`src/boot_entry_pkg.sv`:
```
// shared constants, message texts and helpers for the serial loader entry link
package boot_entry_pkg;
   localparam int CLK_HZ      = 50_000_000;
   localparam int BAUD        = 115200;
   localparam int BIT_CYC     = CLK_HZ / BAUD;
   localparam int HALF_CYC    = BIT_CYC / 2;
   localparam int DATA_BITS   = 8;
   localparam int FRAME_BITS  = 10;
   localparam int SETTLE_CYC  = 4;
   localparam int TIMEOUT_S   = 60;
   localparam int C_PERIOD_MS = 3000;
   localparam int HOST_RST_CYC = 16;
   localparam int HOST_GAP_CYC = 2 * BIT_CYC;
   localparam logic [31:0] BREAK_CYC_DEF   = 32'((FRAME_BITS + 1) * BIT_CYC);
   localparam logic [31:0] TIMEOUT_CYC_DEF = 32'(64'(TIMEOUT_S) * 64'(CLK_HZ));
   localparam logic [31:0] C_PERIOD_DEF    = 32'(64'(C_PERIOD_MS) * 64'(CLK_HZ) / 64'd1000);
   localparam logic [31:0] HOST_HOLD_DEF   = 32'(2 * (FRAME_BITS + 1) * BIT_CYC);

   localparam logic [7:0] CH_CR    = 8'h0D;
   localparam logic [7:0] CH_LF    = 8'h0A;
   localparam logic [7:0] CH_LOAD  = 8'h31;
   localparam logic [7:0] CH_RUN   = 8'h32;
   localparam logic [7:0] CH_SOH   = 8'h01;
   localparam logic [7:0] CH_EOT   = 8'h04;
   localparam logic [7:0] CH_ACK   = 8'h06;
   localparam logic [7:0] CH_NAK   = 8'h15;
   localparam logic [7:0] CH_CRC_C = 8'h43;
   localparam logic [15:0] CRC_POLY = 16'h1021;

   localparam logic [7:0] POS_BLK   = 8'h01;
   localparam logic [7:0] POS_INV   = 8'h02;
   localparam logic [7:0] POS_DATA0 = 8'h03;
   localparam logic [7:0] POS_DATAN = 8'h82;
   localparam logic [7:0] POS_CRCH  = 8'h83;
   localparam logic [7:0] POS_CRCL  = 8'h84;

   localparam int PROMPT_LEN = 6;
   localparam int DONE_LEN   = 11;
   localparam int ABORT_LEN  = 9;
   localparam logic [8*PROMPT_LEN-1:0] LOADER_PROMPT = {CH_CR, CH_LF, "BL >"};
   localparam logic [8*DONE_LEN-1:0]   DONE_TXT      = {CH_ACK, CH_CR, CH_LF, "complete"};
   localparam logic [8*ABORT_LEN-1:0]  ABORT_TXT     = {CH_CR, CH_LF, "aborted"};

   typedef enum logic [2:0] {MSG_PROMPT, MSG_DONE, MSG_ABORT, MSG_ACK, MSG_NAK, MSG_CRC_C} msg_t;

   function automatic logic [3:0] msg_len(input msg_t m);
      unique case (m)
         MSG_PROMPT: msg_len = 4'(PROMPT_LEN);
         MSG_DONE:   msg_len = 4'(DONE_LEN);
         MSG_ABORT:  msg_len = 4'(ABORT_LEN);
         default:    msg_len = 4'h1;
      endcase
   endfunction

   function automatic logic [7:0] msg_char(input msg_t m, input logic [3:0] i);
      unique case (m)
         MSG_PROMPT: msg_char = LOADER_PROMPT[8*(PROMPT_LEN-1-int'(i)) +: 8];
         MSG_DONE:   msg_char = DONE_TXT[8*(DONE_LEN-1-int'(i)) +: 8];
         MSG_ABORT:  msg_char = ABORT_TXT[8*(ABORT_LEN-1-int'(i)) +: 8];
         MSG_ACK:    msg_char = CH_ACK;
         MSG_NAK:    msg_char = CH_NAK;
         default:    msg_char = CH_CRC_C;
      endcase
   endfunction

   function automatic logic [15:0] crc_step(input logic [15:0] c, input logic [7:0] d);
      logic [15:0] r;
      r = c ^ {d, 8'h00};
      for (int k = 0; k < DATA_BITS; k++) begin
         r = r[15] ? ((r << 1) ^ CRC_POLY) : (r << 1);
      end
      return r;
   endfunction
endpackage

```
`src/boot_link_if.sv`:
```
// serial and handshake lines between host controller and loader device
`timescale 1ns/10ps
`default_nettype none
interface boot_link_if;
   logic dev_rxd;
   logic dev_txd;
   logic sleep_request_pin;
   logic rts;
   logic dev_reset_req;
   modport device(input dev_rxd, input sleep_request_pin, input rts, input dev_reset_req, output dev_txd);
   modport host(output dev_rxd, output sleep_request_pin, output rts, output dev_reset_req, input dev_txd);
endinterface
`default_nettype wire

```
`src/boot_entry_device.sv`:
```
// loader entry device end with uart, two-word buffer and xmodem-crc receiver
//
// Overview of operation
// - host drives sleep request low, rts high
// - host holds break while resetting the module
// - entry pattern sampled right after reset
// - host releases break, sends carriage return
// - device sends loader prompt, then takes commands
// - all characters are 8N1
// - host uses no hardware flow control
// - image arrives by xmodem after loader runs
// - no valid application forces the loader
// - software request enters loader, never returns (here '2' at the menu returns to the application)
// - '1' starts xmodem-crc upload, blocks in order
// - no first block in one minute aborts
// - completion reported; '2' starts new application
`timescale 1ns/10ps
`default_nettype none

////////////////////////////////////////////////////////////////////////////////
module ser_rx
   import boot_entry_pkg::*;
(
   input  wire logic       clk,
   input  wire logic       reset,
   input  wire logic       rxd,
   output logic      [7:0] data,
   output logic            valid
);
   typedef enum logic [2:0] {RX_IDLE, RX_START, RX_BITS, RX_STOP, RX_WAIT_HIGH} rx_state_t;
   rx_state_t   st_ff;
   logic [15:0] cnt_ff;
   logic [2:0]  bit_ff;
   logic [7:0]  sh_ff;
   wire         half_done = cnt_ff == 16'(HALF_CYC - 1);
   wire         bit_done  = cnt_ff == 16'(BIT_CYC - 1);
   always_ff @(posedge clk or posedge reset) begin
      if (reset) begin
         st_ff <= RX_IDLE; cnt_ff <= '0; bit_ff <= '0; sh_ff <= '0; data <= '0; valid <= 1'b0;
      end else begin
         valid  <= 1'b0;
         cnt_ff <= cnt_ff + 16'h0001;
         unique case (st_ff)
            RX_IDLE: begin
               cnt_ff <= '0;
               if (!rxd) st_ff <= RX_START;
            end
            RX_START: if (half_done) begin
               cnt_ff <= '0; bit_ff <= '0;
               st_ff  <= rxd ? RX_IDLE : RX_BITS;
            end
            RX_BITS: if (bit_done) begin
               cnt_ff <= '0; sh_ff <= {rxd, sh_ff[7:1]}; bit_ff <= bit_ff + 3'h1;
               if (bit_ff == 3'(DATA_BITS - 1)) st_ff <= RX_STOP;
            end
            // one stop bit; a low stop drops the frame
            RX_STOP: if (bit_done) begin
               if (rxd) begin
                  data <= sh_ff; valid <= 1'b1; st_ff <= RX_IDLE;
               end else begin
                  st_ff <= RX_WAIT_HIGH;
               end
            end
            RX_WAIT_HIGH: if (rxd) st_ff <= RX_IDLE;
         endcase
      end
   end
endmodule

////////////////////////////////////////////////////////////////////////////////
module boot_entry_device
   import boot_entry_pkg::*;
#(
   parameter logic [31:0] BREAK_CYCLES   = BREAK_CYC_DEF,
   parameter logic [31:0] TIMEOUT_CYCLES = TIMEOUT_CYC_DEF,
   parameter logic [31:0] C_PERIOD_CYCLES = C_PERIOD_DEF
) (
   input  wire logic       clk,
   input  wire logic       reset,
   boot_link_if.device     lk,
   input  wire logic       app_valid,
   input  wire logic       sw_boot_req,
   output logic            app_run,
   output logic            loader_active,
   output logic      [7:0] image_data,
   output logic            image_we,
   output logic      [7:0] image_blk,
   output logic            image_ok,
   output logic            image_bad
);
   typedef enum logic [2:0] {ST_SAMPLE, ST_BREAK, ST_WAIT_CR, ST_SEND, ST_MENU, ST_XM_WAIT,
                             ST_XM_BLK, ST_APP} state_t;
   state_t      st_ff, nxt_st, ret_ff, nxt_ret;
   msg_t        msg_ff, nxt_msg;
   logic [3:0]  idx_ff, nxt_idx;
   logic [31:0] tmr_ff, nxt_tmr, cp_ff, nxt_cp;
   logic [7:0]  pos_ff, nxt_pos, blk_ff, nxt_blk, got_ff, nxt_got;
   logic [15:0] crc_ff, nxt_crc;
   logic        hdr_ok_ff, nxt_hdr_ok, nxt_app, nxt_loader, nxt_we, nxt_ok, nxt_bad;
   logic [3:0]  sync1_ff, sync2_ff;
   logic [7:0]  rx_dat, b_dat;
   logic        rx_vld, b_vld, tx_busy;

   wire rx_l    = sync2_ff[3];
   wire slp_l   = sync2_ff[2];
   wire rts_l   = sync2_ff[1];
   wire rst_req = sync2_ff[0];
   wire entry_pat = !slp_l && !rx_l && rts_l;
   wire b_rdy   = st_ff inside {ST_WAIT_CR, ST_MENU, ST_XM_WAIT, ST_XM_BLK};
   wire take    = b_vld && b_rdy;
   wire tx_go   = (st_ff == ST_SEND) && !tx_busy;
   wire last_chr = idx_ff == msg_len(msg_ff) - 4'h1;
   wire is_data = (pos_ff >= POS_DATA0) && (pos_ff <= POS_DATAN);
   wire blk_new = got_ff == blk_ff;
   wire blk_dup = got_ff == blk_ff - 8'h01;
   wire crc_good = hdr_ok_ff && (b_dat == crc_ff[7:0]);
   wire loading = (st_ff == ST_XM_WAIT) || (st_ff == ST_SEND && ret_ff == ST_XM_WAIT);

   ser_rx u_rx (.clk(clk), .reset(reset), .rxd(rx_l), .data(rx_dat), .valid(rx_vld));
   word_fifo #(.WIDTH(8), .DEPTH(2)) u_buf (
      .clk(clk), .reset(reset), .in_valid(rx_vld), .in_data(rx_dat), .in_ready(),
      .out_valid(b_vld), .out_data(b_dat), .out_ready(b_rdy));
   ser_tx u_tx (.clk(clk), .reset(reset), .start(tx_go), .data(msg_char(msg_ff, idx_ff)), .brk(1'b0),
      .busy(tx_busy), .txd(lk.dev_txd));

   always_comb begin
      nxt_st = st_ff; nxt_ret = ret_ff; nxt_msg = msg_ff; nxt_idx = idx_ff;
      nxt_tmr = tmr_ff; nxt_cp = cp_ff; nxt_pos = pos_ff; nxt_blk = blk_ff; nxt_got = got_ff;
      nxt_crc = crc_ff; nxt_hdr_ok = hdr_ok_ff; nxt_app = app_run; nxt_loader = loader_active;
      nxt_we = 1'b0; nxt_ok = 1'b0; nxt_bad = 1'b0;
      if (loading) nxt_tmr = tmr_ff + 32'h1;
      unique case (st_ff)
         // sample the entry pattern after settling
         ST_SAMPLE: begin
            nxt_tmr = tmr_ff + 32'h1;
            if (tmr_ff == 32'(SETTLE_CYC)) begin
               nxt_tmr = '0;
               if (entry_pat) nxt_st = ST_BREAK;
               else if (!app_valid) begin
                  nxt_st = ST_SEND; nxt_msg = MSG_PROMPT; nxt_ret = ST_MENU; nxt_loader = 1'b1;
               end else begin
                  nxt_st = ST_APP; nxt_app = 1'b1;
               end
            end
         end
         // break is low past one frame
         ST_BREAK: begin
            nxt_tmr = tmr_ff + 32'h1;
            if (rx_l) begin
               nxt_st = app_valid ? ST_APP : ST_SEND; nxt_app = app_valid; nxt_loader = !app_valid;
               nxt_msg = MSG_PROMPT; nxt_ret = ST_MENU;
            end else if (tmr_ff == BREAK_CYCLES - 32'h1) begin
               nxt_st = ST_WAIT_CR; nxt_loader = 1'b1;
            end
         end
         ST_WAIT_CR: if (take && b_dat == CH_CR) begin
            nxt_st = ST_SEND; nxt_msg = MSG_PROMPT; nxt_ret = ST_MENU;
         end
         ST_SEND: if (tx_go) begin
            nxt_idx = last_chr ? 4'h0 : idx_ff + 4'h1;
            if (last_chr) nxt_st = ret_ff;
         end
         ST_MENU: if (take) begin
            if (b_dat == CH_LOAD) begin
               nxt_st = ST_SEND; nxt_msg = MSG_CRC_C; nxt_ret = ST_XM_WAIT;
               nxt_tmr = '0; nxt_cp = '0; nxt_blk = 8'h01;
            end else if (b_dat == CH_RUN) begin
               nxt_st = ST_APP; nxt_app = 1'b1; nxt_loader = 1'b0;
            end else if (b_dat == CH_CR) begin
               nxt_st = ST_SEND; nxt_msg = MSG_PROMPT; nxt_ret = ST_MENU;
            end
         end
         ST_XM_WAIT: begin
            nxt_cp = cp_ff + 32'h1;
            if (take && b_dat == CH_SOH) begin
               nxt_st = ST_XM_BLK; nxt_pos = POS_BLK; nxt_crc = '0;
            // one minute without a first block aborts
            end else if (tmr_ff >= TIMEOUT_CYCLES - 32'h1) begin
               nxt_st = ST_SEND; nxt_msg = MSG_ABORT; nxt_ret = ST_MENU;
            end else if (cp_ff == C_PERIOD_CYCLES - 32'h1) begin
               nxt_cp = '0; nxt_st = ST_SEND; nxt_msg = MSG_CRC_C; nxt_ret = ST_XM_WAIT;
            end
         end
         // xmodem block framing, crc and reply
         ST_XM_BLK: if (take) begin
            nxt_pos = pos_ff + 8'h01;
            if (pos_ff == '0) begin
               nxt_crc = '0;
               if (b_dat == CH_SOH) nxt_pos = POS_BLK;
               else begin
                  nxt_pos = '0;
                  if (b_dat == CH_EOT) begin
                     nxt_st = ST_SEND; nxt_msg = MSG_DONE; nxt_ret = ST_MENU;
                  end
               end
            end else if (pos_ff == POS_BLK) nxt_got = b_dat;
            else if (pos_ff == POS_INV) nxt_hdr_ok = b_dat == ~got_ff;
            else if (is_data) begin
               nxt_crc = crc_step(crc_ff, b_dat);
               // only the expected block reaches the image
               nxt_we = blk_new;
            end else if (pos_ff == POS_CRCH) nxt_hdr_ok = hdr_ok_ff && (b_dat == crc_ff[15:8]);
            else begin
               nxt_pos = '0; nxt_st = ST_SEND; nxt_ret = ST_XM_BLK;
               nxt_msg = (crc_good && (blk_new || blk_dup)) ? MSG_ACK : MSG_NAK;
               nxt_ok  = crc_good && blk_new;
               nxt_bad = !crc_good && blk_new;
               if (crc_good && blk_new) nxt_blk = blk_ff + 8'h01;
            end
         end
         // software request enters the loader; '2' at the menu returns to the application
         ST_APP: if (sw_boot_req) begin
            nxt_st = ST_SEND; nxt_msg = MSG_PROMPT; nxt_ret = ST_MENU; nxt_app = 1'b0; nxt_loader = 1'b1;
         end
      endcase
      if (rst_req) begin
         nxt_st = ST_SAMPLE; nxt_tmr = '0; nxt_idx = '0; nxt_app = 1'b0; nxt_loader = 1'b0;
      end
   end

   always_ff @(posedge clk or posedge reset) begin
      if (reset) begin
         sync1_ff <= 4'hD; sync2_ff <= 4'hD;
         st_ff <= ST_SAMPLE; ret_ff <= ST_MENU; msg_ff <= MSG_PROMPT; idx_ff <= '0;
         tmr_ff <= '0; cp_ff <= '0; pos_ff <= '0; blk_ff <= 8'h01; got_ff <= '0; crc_ff <= '0;
         hdr_ok_ff <= 1'b0; app_run <= 1'b0; loader_active <= 1'b0;
         image_data <= '0; image_we <= 1'b0; image_blk <= '0; image_ok <= 1'b0; image_bad <= 1'b0;
      end else begin
         sync1_ff <= {lk.dev_rxd, lk.sleep_request_pin, lk.rts, lk.dev_reset_req};
         sync2_ff <= sync1_ff;
         st_ff <= nxt_st; ret_ff <= nxt_ret; msg_ff <= nxt_msg; idx_ff <= nxt_idx;
         tmr_ff <= nxt_tmr; cp_ff <= nxt_cp; pos_ff <= nxt_pos; blk_ff <= nxt_blk; got_ff <= nxt_got;
         crc_ff <= nxt_crc; hdr_ok_ff <= nxt_hdr_ok; app_run <= nxt_app; loader_active <= nxt_loader;
         image_we <= nxt_we; image_ok <= nxt_ok; image_bad <= nxt_bad; image_blk <= got_ff;
         if (nxt_we) image_data <= b_dat;
      end
   end
endmodule
`default_nettype wire

```
`src/boot_entry_host.sv`:
```
// host controller end: entry sequence, then a buffered byte channel
`timescale 1ns/10ps
`default_nettype none

////////////////////////////////////////////////////////////////////////////////
module word_fifo
   import boot_entry_pkg::*;
#(
   parameter int WIDTH = 8,
   parameter int DEPTH = 2
) (
   input  wire logic             clk,
   input  wire logic             reset,
   input  wire logic             in_valid,
   input  wire logic [WIDTH-1:0] in_data,
   output logic                  in_ready,
   output logic                  out_valid,
   output logic      [WIDTH-1:0] out_data,
   input  wire logic             out_ready
);
   localparam int AW = (DEPTH > 1) ? $clog2(DEPTH) : 1;
   logic [WIDTH-1:0] mem_ff [DEPTH];
   logic [AW-1:0]    wp_ff;
   logic [AW-1:0]    rp_ff;
   logic [AW:0]      cnt_ff;
   wire              push = in_valid & in_ready;
   wire              pop  = out_valid & out_ready;
   wire  [AW:0]      nxt_cnt = cnt_ff + (AW+1)'(push) - (AW+1)'(pop);
   wire  [AW-1:0]    nxt_wp  = (wp_ff == AW'(DEPTH-1)) ? '0 : wp_ff + 1'b1;
   wire  [AW-1:0]    nxt_rp  = (rp_ff == AW'(DEPTH-1)) ? '0 : rp_ff + 1'b1;
   assign out_data = mem_ff[rp_ff];
   always_ff @(posedge clk) begin
      if (push) mem_ff[wp_ff] <= in_data;
   end
   always_ff @(posedge clk or posedge reset) begin
      if (reset) begin
         wp_ff <= '0; rp_ff <= '0; cnt_ff <= '0; in_ready <= 1'b1; out_valid <= 1'b0;
      end else begin
         if (push) wp_ff <= nxt_wp;
         if (pop) rp_ff <= nxt_rp;
         cnt_ff    <= nxt_cnt;
         in_ready  <= nxt_cnt != (AW+1)'(DEPTH);
         out_valid <= nxt_cnt != '0;
      end
   end
endmodule

////////////////////////////////////////////////////////////////////////////////
module ser_tx
   import boot_entry_pkg::*;
(
   input  wire logic       clk,
   input  wire logic       reset,
   input  wire logic       start,
   input  wire logic [7:0] data,
   input  wire logic       brk,
   output logic            busy,
   output logic            txd
);
   logic [FRAME_BITS-1:0] sh_ff;
   logic [3:0]            nbit_ff;
   logic [15:0]           cnt_ff;
   always_ff @(posedge clk or posedge reset) begin
      if (reset) begin
         sh_ff <= '1; nbit_ff <= '0; cnt_ff <= '0; busy <= 1'b0; txd <= 1'b1;
      end else begin
         txd <= brk ? 1'b0 : sh_ff[0];
         if (!busy) begin
            if (start) begin
               busy <= 1'b1; sh_ff <= {1'b1, data, 1'b0}; nbit_ff <= '0; cnt_ff <= '0;
            end
         end else if (cnt_ff == 16'(BIT_CYC - 1)) begin
            cnt_ff  <= '0;
            sh_ff   <= {1'b1, sh_ff[FRAME_BITS-1:1]};
            nbit_ff <= nbit_ff + 4'h1;
            if (nbit_ff == 4'(FRAME_BITS - 1)) busy <= 1'b0;
         end else begin
            cnt_ff <= cnt_ff + 16'h0001;
         end
      end
   end
endmodule

`default_nettype wire

```
`src/flat_wrapper.sv`:
```
// flat-port wrapper written by rule: the top's interface ports become plain ports
module boot_entry_device_flat import boot_entry_pkg::*;
#(
   parameter logic [31:0] BREAK_CYCLES   = BREAK_CYC_DEF,
   parameter logic [31:0] TIMEOUT_CYCLES = TIMEOUT_CYC_DEF,
   parameter logic [31:0] C_PERIOD_CYCLES = C_PERIOD_DEF
)
  (clk, reset, app_valid, sw_boot_req, app_run, loader_active, image_data, image_we, image_blk, image_ok, image_bad, lk_dev_rxd, lk_sleep_request_pin, lk_rts, lk_dev_reset_req, lk_dev_txd);
  boot_link_if lk_i ();
  input  wire logic clk;
  input  wire logic reset;
  input  wire logic app_valid;
  input  wire logic sw_boot_req;
  output logic app_run;
  output logic loader_active;
  output logic      [7:0] image_data;
  output logic image_we;
  output logic      [7:0] image_blk;
  output logic image_ok;
  output logic image_bad;
  input wire logic [$bits(lk_i.dev_rxd)-1:0] lk_dev_rxd;
  input wire logic [$bits(lk_i.sleep_request_pin)-1:0] lk_sleep_request_pin;
  input wire logic [$bits(lk_i.rts)-1:0] lk_rts;
  input wire logic [$bits(lk_i.dev_reset_req)-1:0] lk_dev_reset_req;
  output wire logic [$bits(lk_i.dev_txd)-1:0] lk_dev_txd;
  assign lk_i.dev_rxd = lk_dev_rxd;
  assign lk_i.sleep_request_pin = lk_sleep_request_pin;
  assign lk_i.rts = lk_rts;
  assign lk_i.dev_reset_req = lk_dev_reset_req;
  assign lk_dev_txd = lk_i.dev_txd;
  boot_entry_device #(.BREAK_CYCLES(BREAK_CYCLES), .TIMEOUT_CYCLES(TIMEOUT_CYCLES), .C_PERIOD_CYCLES(C_PERIOD_CYCLES)) u_core (.clk(clk), .reset(reset), .lk(lk_i), .app_valid(app_valid), .sw_boot_req(sw_boot_req), .app_run(app_run), .loader_active(loader_active), .image_data(image_data), .image_we(image_we), .image_blk(image_blk), .image_ok(image_ok), .image_bad(image_bad));
endmodule
```
`config.mk`:
```
export PLATFORM = sky130hd
export DESIGN_NAME = boot_entry_device_flat
export DESIGN_NICKNAME = d
export VERILOG_FILES = /design/src/boot_entry_pkg.sv /design/src/boot_link_if.sv /design/src/boot_entry_device.sv /design/src/boot_entry_host.sv /design/src/flat_wrapper.sv
export SDC_FILE = /design/constraint.sdc
export NUM_CORES = 1
export LEC_CHECK = 0
export BUFFER_PORTS_ARGS = -buffer_cell sky130_fd_sc_hd__buf_2
export CAP_MARGIN = 40
export CELL_PAD_IN_SITES_DETAIL_PLACEMENT = 0
export CELL_PAD_IN_SITES_GLOBAL_PLACEMENT = 1
export CORE_ASPECT_RATIO = 0.75
export CORE_MARGIN = 5
export CORE_UTILIZATION = 38
export CTS_BUF_LIST = sky130_fd_sc_hd__clkbuf_4
export CTS_CLUSTER_DIAMETER = 150
export DETAILED_ROUTE_END_ITERATION = 16
export HOLD_SLACK_MARGIN = 0.1
export PLACE_DENSITY_LB_ADDON = 0.1
export SLEW_MARGIN = 20
export SYNTH_ARGS = -nofsm -noshare
export SYNTH_HDL_FRONTEND = slang
export SYNTH_HIERARCHICAL = 1
export SYNTH_SLANG_ARGS = --single-unit
```
`constraint.sdc`:
```
create_clock -name clk -period 12.1 [get_ports clk]
set_clock_uncertainty 0.1 [all_clocks]
set_input_delay 1.21 -clock clk [delete_from_list [all_inputs] [get_ports clk]]
set_output_delay 1.21 -clock clk [all_outputs]
set_load 0.02 [all_outputs]
```
---- Word-level counts from Yosys, hierarchy flattened ----
Memories as Yosys holds them, arrays and structs flattened.
Cells that the tools add are included.
word-level totals
  input port bits ......................... 8
  register bits ........................... 224
  memory bits (writable) .................. 16
  memories ................................ 1
  output and inout port bits .............. 22
  logic and storage cells ................. 423
operators by class
  bitwise logic cells ..................... 14
  shifts and indexed selects .............. 3
  add/subtract/negate cells ............... 18
  magnitude comparators ................... 3
  equality and inequality tests ........... 96
  reductions and logical operators ........ 52
  mux-type cells .......................... 200
memory list
  memory               words  bits a word  rd ports  clocked after memory_dff  write ports  RTL line               text
  u_core.u_buf.mem_ff  2      8            1         0                         1            boot_entry_host.sv:22  logic [WIDTH-1:0] mem_ff [DEPTH];
operator list
  kind                                                                           number
  32-bit two-way mux                                                             10
  3-bit two-way mux                                                              75
  16-bit two-way mux                                                             11
  8-bit two-way mux                                                              16
  13-bit two-way mux                                                             8
  32-bit one-hot mux with 3 select lines                                         1
  88-bit by 32-bit variable part select with 8-bit output, first input constant  1
  72-bit by 32-bit variable part select with 8-bit output, first input constant  1
  32-bit by 1-bit adder with 32-bit output, second input constant                2
  32-bit one-hot mux with 2 select lines                                         1
  1-bit two-way mux                                                              54
  16-bit one-hot mux with 3 select lines                                         1
  48-bit by 32-bit variable part select with 8-bit output, first input constant  1
  3-bit one-hot mux with 7 select lines                                          2
  8-bit == test                                                                  5
  2-bit != test, second input constant                                           20
  8-bit one-hot mux with 5 select lines                                          1
  16-bit by 1-bit adder with 16-bit output, second input constant                2
  16-bit by 9-bit == test with 1-bit output, second input constant               2
  32-bit by 13-bit == test with 1-bit output, second input constant              1
  32-bit by 28-bit == test with 1-bit output, second input constant              1
  32-bit by 3-bit == test with 1-bit output, second input constant               1
  32-bit >= comparator, second input constant                                    1
  16-bit one-hot mux with 2 select lines                                         1
  62 further kinds                                                               167

---- Depth between registers and ports, before layout ----
Gate-level depths: netlist of the first run.
An unclocked memory read counts as a cell.
  word-level depth ........................ 24
  mapped depth ............................ 12

---- Hierarchy ----
The synthesis of the first run kept the hierarchy.
by module, submodules not included
  module             area an instance (µm²)  cells an instance  instances
  boot_entry_device  9302.7                  1057               1
  ser_rx             1881.8                  161                1
  ser_tx             1727.9                  161                1
  word_fifo          834.6                   46                 1

---- Worst setup path before layout of the first run ----
Ideal clock, no wire load.
  path kind ............................... register -> register
  from .................................... register u_core.idx_ff[1]
  to ...................................... register u_core.u_tx.sh_ff[1]
  setup slack ............................. 9.044 ns
  data arrival time ....................... 2.874 ns
  stages on the path, launching flop included .. 13
  library setup time ...................... 0.082 ns
  path buffers ............................ 3
  cells stage by stage .................... dfrtp_1 > clkbuf_1 > inv_1 > ha_1 > clkbuf_1 > clkbuf_1 > a21oi_1 > a2111oi_0 > o22ai_1 > a21oi_1 > nand2_1 > mux2_2 > mux2_4
on the way
  word-level cells in the longest chain between the ends .. 5
RTL lines
  item                                                                                   RTL line                  text
  from (decl)                                                                            boot_entry_device.sv:95   logic [3:0] idx_ff, nxt_idx;
  from (signal assigned)                                                                 boot_entry_device.sv:231  st_ff <= nxt_st; ret_ff <= nxt_ret; msg_ff <= nxt_msg; idx_ff <= nxt_idx;
  4-bit by 4-bit subtractor with 5-bit output, or another cell as far along              boot_entry_pkg.sv:58      MSG_DONE: msg_char = DONE_TXT[8*(DONE_LEN-1-int'(i)) +: 8];
  88-bit by 32-bit variable part select with 8-bit output, or another cell as far along  boot_entry_pkg.sv:58
  8-bit one-hot mux with 5 select lines (*)                                              boot_entry_pkg.sv:56      unique case (m)
  10-bit two-way mux (*)                                                                 boot_entry_host.sv:69     if (start) begin
  10-bit two-way mux (*)                                                                 boot_entry_host.sv:68     if (!busy) begin
  to (signal assigned)                                                                   boot_entry_host.sv:74     sh_ff <= {1'b1, sh_ff[FRAME_BITS-1:1]};
  to (decl)                                                                              boot_entry_host.sv:60     logic [FRAME_BITS-1:0] sh_ff;
Mark *: on every way between the ends. The rest lies on a longest branch, timed or not. The select of a mux whose other input is x is not followed.
A chain may end at the register's enable or synchronous reset.

---- Worst setup path in the final report of the first run ----
  from .................................... register u_core.u_buf.rp_ff
  to ...................................... register u_core.cp_ff[31]
on the way
  word-level cells in the longest chain between the ends .. 5
RTL lines
  item                                      RTL line                  text
  from (decl)                               boot_entry_host.sv:24     logic [AW-1:0] rp_ff;
  from (signal assigned)                    boot_entry_host.sv:40     if (pop) rp_ff <= nxt_rp;
  memory read 2 x 8 bit (*)                 -
  via u_core.b_dat[2]                       boot_entry_device.sv:101  logic [7:0] rx_dat, b_dat;
  8-bit by 1-bit == test with 1-bit output  boot_entry_device.sv:175  if (take && b_dat == CH_SOH) begin
  1-bit logical AND                         boot_entry_device.sv:175
  32-bit two-way mux                        boot_entry_device.sv:175
  32-bit one-hot mux with 2 select lines    boot_entry_device.sv:132  unique case (st_ff)
  to (signal assigned)                      boot_entry_device.sv:232  tmr_ff <= nxt_tmr; cp_ff <= nxt_cp; pos_ff <= nxt_pos; blk_ff <= nxt_blk; got_ff <= nxt_got;
  to (decl)                                 boot_entry_device.sv:96   logic [31:0] tmr_ff, nxt_tmr, cp_ff, nxt_cp;
Mark *: on every way through the listed nets, which the timed path passes. The rest lies on a longest branch.

==> flow_summary.json, run 1 <==
{
  "core_area_um2": 35800,
  "routed_wl_mm": 33.8,
  "synth_top_area_share_pct": 37.1,
  "cts_buffer_depth": 3,
  "grt_pass1_wl_mm": 56.6,
  "holdWs_ns": 0.248,
  "clockRootBuffer": "clkbuf_4",
  "critical_path.startpoint_type": "register",
  "drc": 0,
  "dp_hpwl_mm": 22.8,
  "final_util_pct": 42.4,
  "grt_overflow_total": 0,
  "grt_max_degree": 51,
  "end_kind": "register",
  "synth-seq-cells": 238,
  "vias_per_cell": 5.48,
  "io_pins": 30,
  "ys_async_sr_fraction_pct": 93.3,
  "final-max-slew-violation-count": 0,
  "cts_max_level": 3,
  "hold_buffers": 0,
  "finalHoldViolations": 0,
  "cp_max_fo": 13,
  "numPortBuffers": 29,
  "status": "complete, no violations",
  "ys_warn_count": 6,
  "slew_headroom_pct": 45.1,
  "first_global_vias": 10500,
  "post_synth_instance_area_um2": 13700,
  "power_leakage_nw": 6.35,
  "ys_seq_area_share_pct": 44.1,
  "crit_chain": "mux2_1 > nor4_2 > a41oi_1 > nor2_1 > nand4_1 > nor3_1 > xnor2_1 > nor2_1",
  "synth_edf_count": 16,
  "hold_class": "register to register",
  "syn_inst": 1425,
  "ant_nets": 0,
  "cts_sinks": 238,
  "worstPathRequired_ns": 12.59,
  "ys_types": 99,
  "antenna_found_initial": 2,
  "synthTopCellsByArea": "dfrtp_1, xnor2_1, mux2_2",
  "fillers": 3533,
  "crit_buf_inv": 0,
  "drt_iter0_drc": 688,
  "tns_ns": 0,
  "first_pass_iters": 7,
  "drive_above_1_share_pct": 18.2,
  "cts_tree": "yes",
  "cpMostUsedCell": "nor2_1",
  "die_y_um": 175,
  "arrival_ns": 4.39,
  "syn_avg_cell_area_um2": 9.65,
  "powerDensity_nw_per_um2": 141,
  "finalSetupViolations": 0,
  "max-cap-violations": 0,
  "yosysTopAreaCell": "dfrtp_1",
  "wl_per_cell_um": 17.1,
  "cts_buffers": 69,
  "clk_latency_ns": 0.72,
  "grtUsageTotal_pct": 16.9,
  "critPathKind": "register to register",
  "timing.fmax_mhz": 256,
  "core.rowCount": 60,
  "start_util_pct": 38.4,
  "synth-main-ff-cell": "dfrtp_1",
  "fin_crit_ns": 3.90,
  "place_congestion": 0.792,
  "vias": 10800,
  "path_clk_slew_ns": 0.06,
  "post-route-period-util_pct": 32.2,
  "cts_setup_buffers": 0,
  "dieWidth_um": 230,
  "syn_to_final_growth_pct": 10.4,
  "crit_family": "simple AND/OR/NAND/NOR gates",
  "tightest_slew_ns": 0.823,
  "layout.nets": 1491,
  "cp_slowest_cell": "nor4_2",
  "die_area_um2": 40100,
  "cpPeakStageDelay_ns": 0.65,
  "grt_setup_unrepaired": "false",
  "ctsResizeCount": 0,
  "irDropWorstVdd_mv": 0.0731
}
-- metrics by stage --
stage | power (mW) | std cells | instance area (µm²) | setup slack (ns)
after floorplan | 1.23 | 1426 | 13800 | 6.88
after global placement | 1.35 | 1846 | 14200 | 8.09
after detailed placement | 1.35 | 1850 | 14200 | 8.17
after CTS | 2.17 | 1975 | 15200 | 8.15
after global routing | 2.28 | 1978 | 15200 | 7.78
final | 2.13 | 1978 | 15200 | 8.20
-- path summary, 6_finish.rpt --
check / from / to / slack [ns] / depth (start not counted)
min in group asynchronous: reset / u_core/u_buf/out_valid / 0.39 / 2
setup reg to reg: u_core/u_buf/rp_ff / u_core/cp_ff[31] / 8.20 / 8
setup / recovery: u_core/u_buf/rp_ff / u_core/cp_ff[31] / 8.20 / 8
hold reg to reg: u_core/sync1_ff[1] / u_core/sync2_ff[1] / 0.25 / 0
max in group asynchronous: reset / u_core/sync2_ff[2] / 10.48 / 4
hold / removal: u_core/sync1_ff[1] / u_core/sync2_ff[1] / 0.25 / 0
-- report_power, final --
part / internal, mW / switching [mW] / total (mW)
Combinational: 0.146 / 0.274 / 0.420
Clock: 0.434 / 0.359 / 0.792
Sequential: 0.843 / 0.0803 / 0.923
Total: 1.42 / 0.713 / 2.13
-- sequential cells by signal (all words and copies together) (netlist names), 9 cells and up --
signal,flops
u_core/tmr_ff,32
u_core/u_rx/cnt_ff,16
u_core/u_tx/sh_ff,9
u_core/cp_ff,32
u_core/u_tx/cnt_ff,16
u_core/u_buf/mem_ff,16
u_core/crc_ff,16
-- metal layers --
layer / track usage, % / part of all wire (%) / up-vias
li1: - / - / 5346
met1: 26.3 / 53 / 5236
met2: 23.3 / 41 / 204
met3: 4.04 / 4.1 / 57
met4: 4.61 / 1.9 / 0
met5: 0 / 0 / -
-- layout by cell type (no fill, tap or decap), types with 7 or more instances in the layout --
master / Yosys / final
nor3_1: 46 / 46
ha_1: 26 / 26
xnor2_1: 74 / 74
o21ai_0: 54 / 53
o22ai_1: 7 / 7
buf_4: 1 / 8
xor2_1: 27 / 27
a21oi_1: 91 / 91
a31o_2: 7 / 7
inv_1: 44 / 43
and3_1: 23 / 23
nand3_1: 53 / 53
a311oi_1: 12 / 12
nand3b_1: 10 / 10
nand2_1: 116 / 116
and2_1: 15 / 15
a41oi_1: 12 / 12
nor3b_1: 11 / 11
nand2b_1: 10 / 10
or3_1: 17 / 17
a31oi_1: 25 / 25
dfrtp_1: 204 / 204
clkbuf_4: 0 / 103
nor2b_1: 16 / 16
nor4b_1: 7 / 7
o31ai_1: 20 / 20
clkinv_1: 0 / 13
a22o_1: 7 / 7
nand4_1: 35 / 35
nor2_1: 100 / 100
a211oi_1: 14 / 14
and4_1: 9 / 9
mux2_2: 54 / 54
nor4_1: 26 / 26
dfstp_2: 18 / 18
buf_2: 16 / 29
or2_2: 7 / 7
edfxtp_1: 16 / 16
a21o_1: 13 / 13
-- cells by family (layout without fill, tap and decap cells) --
logic type	count (synthesis)	after routing	synth area share, %
fa+ha+maj	26	26	2.37
mux	66	66	5.38
other cells	1	4	0.0273
xor+xnor	102	102	6.55
flops	238	238	44.1
compound gates	322	322	15.8
simple gates	545	545	21.8
buf+inv	125	210	3.95
-- Yosys cell counts (10+ instances only) --
master	instances
and3_1	23
dfstp_2	18
nand2_1	116
dfrtp_1	204
nor3_1	46
and2_1	15
nand2b_1	10
buf_2	16
xor2_1	27
a41oi_1	12
nor3b_1	11
a211oi_1	14
o21ai_0	54
mux2_2	54
inv_1	44
a21oi_1	91
o31ai_1	20
xnor2_1	74
clkbuf_1	54
nor4_1	26
nand3_1	53
or3_1	17
nand3b_1	10
a311oi_1	12
nor2_1	100
a31oi_1	25
a21o_1	13
nand4_1	35
nor2b_1	16
edfxtp_1	16
ha_1	26
-- worst reg2reg max path: cells and delay by family, from the launching register on --
| family | cells | cell delay [ns] |
|---|---|---|
| AO/OA/AOI/OAI | 1 | 0.35 |
| flip-flops | 1 | 0.58 |
| AND/OR/NAND/NOR | 5 | 2.08 |
| XOR/XNOR | 1 | 0.15 |
| multiplexers | 1 | 0.53 |
-- final cells by class --
type	instances	area [µm²]	area share (%)
Timing Repair Buffer	41	287	1.89
Inverter	44	170	1.12
Tap cell	465	582	3.83
Antenna cell	2	5.00	0.0330
Clock inverter	22	145	0.956
Clock buffer	103	773	5.09
Sequential cell	238	6060	39.9
Multi-Input combinational cell	1063	7160	47.2
Note: power is estimated with default switching activity, not from simulation.
==> run 2: changes to the inputs <==
clock period = 3.45 ns   (was 12.1 ns; I/O delays follow)
==> run 2 against run 1 <==
Compared with the run above: global-route usage increased by 0.44 points; clock power increased to 3.5 times the previous value; fmax increased by 23%; worst setup slack got worse by 7.9 ns; core utilization increased by 1.0 points.
==> flow_summary.json, run 2 (same netlist as run 1, synthesis figures left out) <==
{
  "die_y_um": 175,
  "tns_ns": 0,
  "syn_to_final_growth_pct": 13.0,
  "ant_nets": 0,
  "vias_per_cell": 5.43,
  "io_pins": 30,
  "fillers": 3525,
  "finalHoldViolations": 0,
  "core_area_um2": 35800,
  "crit_chain": "mux2_2 > nor4_1 > a41oi_1 > a22oi_1 > o32a_1 > o211ai_1 > mux2_2",
  "core.rowCount": 60,
  "cts_max_level": 3,
  "critPathKind": "register to register",
  "wl_per_cell_um": 17.1,
  "arrival_ns": 3.67,
  "worstPathRequired_ns": 3.96,
  "cts_buffers": 70,
  "antenna_found_initial": 1,
  "critical_path.startpoint_type": "register",
  "tightest_slew_ns": 0.836,
  "numPortBuffers": 29,
  "timing.fmax_mhz": 316,
  "grtUsageTotal_pct": 17.4,
  "cpMostUsedCell": "mux2_2",
  "cp_max_fo": 9,
  "drc": 0,
  "drt_iter0_drc": 662,
  "first_global_vias": 10700,
  "die_area_um2": 40100,
  "routed_wl_mm": 34.6,
  "max-cap-violations": 0,
  "dp_hpwl_mm": 23.6,
  "wl_met3_mm": 1.23,
  "end_kind": "register",
  "start_util_pct": 38.4,
  "grt_pass1_wl_mm": 58.1,
  "power_leakage_nw": 6.57,
  "slew_headroom_pct": 44.0,
  "post-route-period-util_pct": 91.6,
  "cts_tree": "yes",
  "layout.nets": 1537,
  "wl_met2_mm": 14.2,
  "fin_crit_ns": 3.16,
  "drive_above_1_share_pct": 20.2,
  "vias": 11000,
  "routedLengthMet1_mm": 18.8,
  "first_pass_iters": 5,
  "status": "complete, no violations",
  "dp_slack_ns": 0.226,
  "place_congestion": 0.811,
  "clk_latency_ns": 0.73,
  "powerDensity_nw_per_um2": 487,
  "grt_setup_unrepaired": "false",
  "grt_max_degree": 61,
  "irDropWorstVdd_mv": 0.279,
  "cts_sinks": 238,
  "cts_buffer_depth": 3,
  "path_clk_slew_ns": 0.07,
  "layout_common_cells": "dfrtp_1, nand2_1, clkbuf_4, nor2_1, a21oi_1",
  "finalSetupViolations": 0,
  "cp_slowest_cell": "nor4_1",
  "clockRootBuffer": "clkbuf_4",
  "grt_overflow_total": 0,
  "reg_top3": "u_core/cp_ff x32, u_core/tmr_ff x32",
  "dieWidth_um": 230,
  "cts_setup_buffers": 0,
  "top_layer": "met4",
  "fin_ws_ns": 0.290,
  "final_common_cell": "dfrtp_1",
  "final-max-slew-violation-count": 0,
  "hold_class": "input port to register",
  "cpPeakStageDelay_ns": 0.54,
  "total_power_mw": 7.57
}
[run 2: cell types whose count changed in the layout (fill, tap and decap cells not counted), moves of 2 or more]
cell	before	now
buf_12	0	3
buf_4	8	44
clkbuf_4	103	106
clkinv_1	13	11
dlygate4sd3_1	0	9
o21ai_2	2	0
[run 2: report_power, final]
group | switching (mW) | total (mW) | internal [mW]
combinational | 1.07 | 1.66 | 0.589
clock | 1.29 | 2.77 | 1.48
sequential | 0.181 | 3.14 | 2.96
[run 2: metrics by stage]
step	utilization, %	hold slack (ns)	cell area [µm²]	std cells
floorplan	-	0.0352	13800	1426
global placement	40.4	0.235	14500	1885
detailed placement	40.6	0.239	14500	1887
CTS	43.4	0.100	15500	2022
global route	43.4	0.109	15500	2024
finish	43.4	0.180	15500	2024
[run 2: layer usage]
layer | GRT usage [%] | vias to the layer above
met5 | 0 | -
met4 | 4.66 | 0
met3 | 4.00 | 53
met2 | 23.8 | 166
met1 | 27.2 | 5322
li1 | - | 5446
[run 2: repair_timing]
| action | 4_1_cts | 5_1_grt |
|---|---|---|
| setup endpoints to repair | 0 | 1 |
| gates resized for setup | 0 | 1 |
| hold buffers | 9 | 0 |
| hold endpoints to repair | 219 | 0 |
[run 2: final timing paths]
kind | depth (start not counted) | end | from | slack, ns
min in group asynchronous | 3 | u_core/u_tx/cnt_ff[7] | reset | 0.20
setup / recovery | 7 | u_core/ret_ff[1] | u_core/u_buf/rp_ff | 0.29
max in group asynchronous | 5 | u_core/u_rx/cnt_ff[8] | reset | 1.66
hold reg to reg | 0 | u_core/sync2_ff[1] | u_core/sync1_ff[1] | 0.25
hold / removal | 2 | u_core/sync1_ff[1] | lk_rts | 0.18
setup reg to reg | 7 | u_core/ret_ff[1] | u_core/u_buf/rp_ff | 0.29
[run 2: final cells by class]
type                    count  area, µm²  area share, %
repair buffers             86        653           4.20
flip-flops and latches    238       6060           39.0
clock buffers             106        796           5.12
inverters                  44        169           1.09
well taps                 465        582           3.74
multi-input cells        1063       7160           46.1
diodes                      2       5.00         0.0322
clock inverters            20        114          0.733
[run 2: worst max-delay path, delay by kind of cell (launching register included)]
kind / cells / cell delay [ns]
compound gates: 4 / 1.09
simple gates: 1 / 0.54
flops: 1 / 0.48
mux: 2 / 0.84
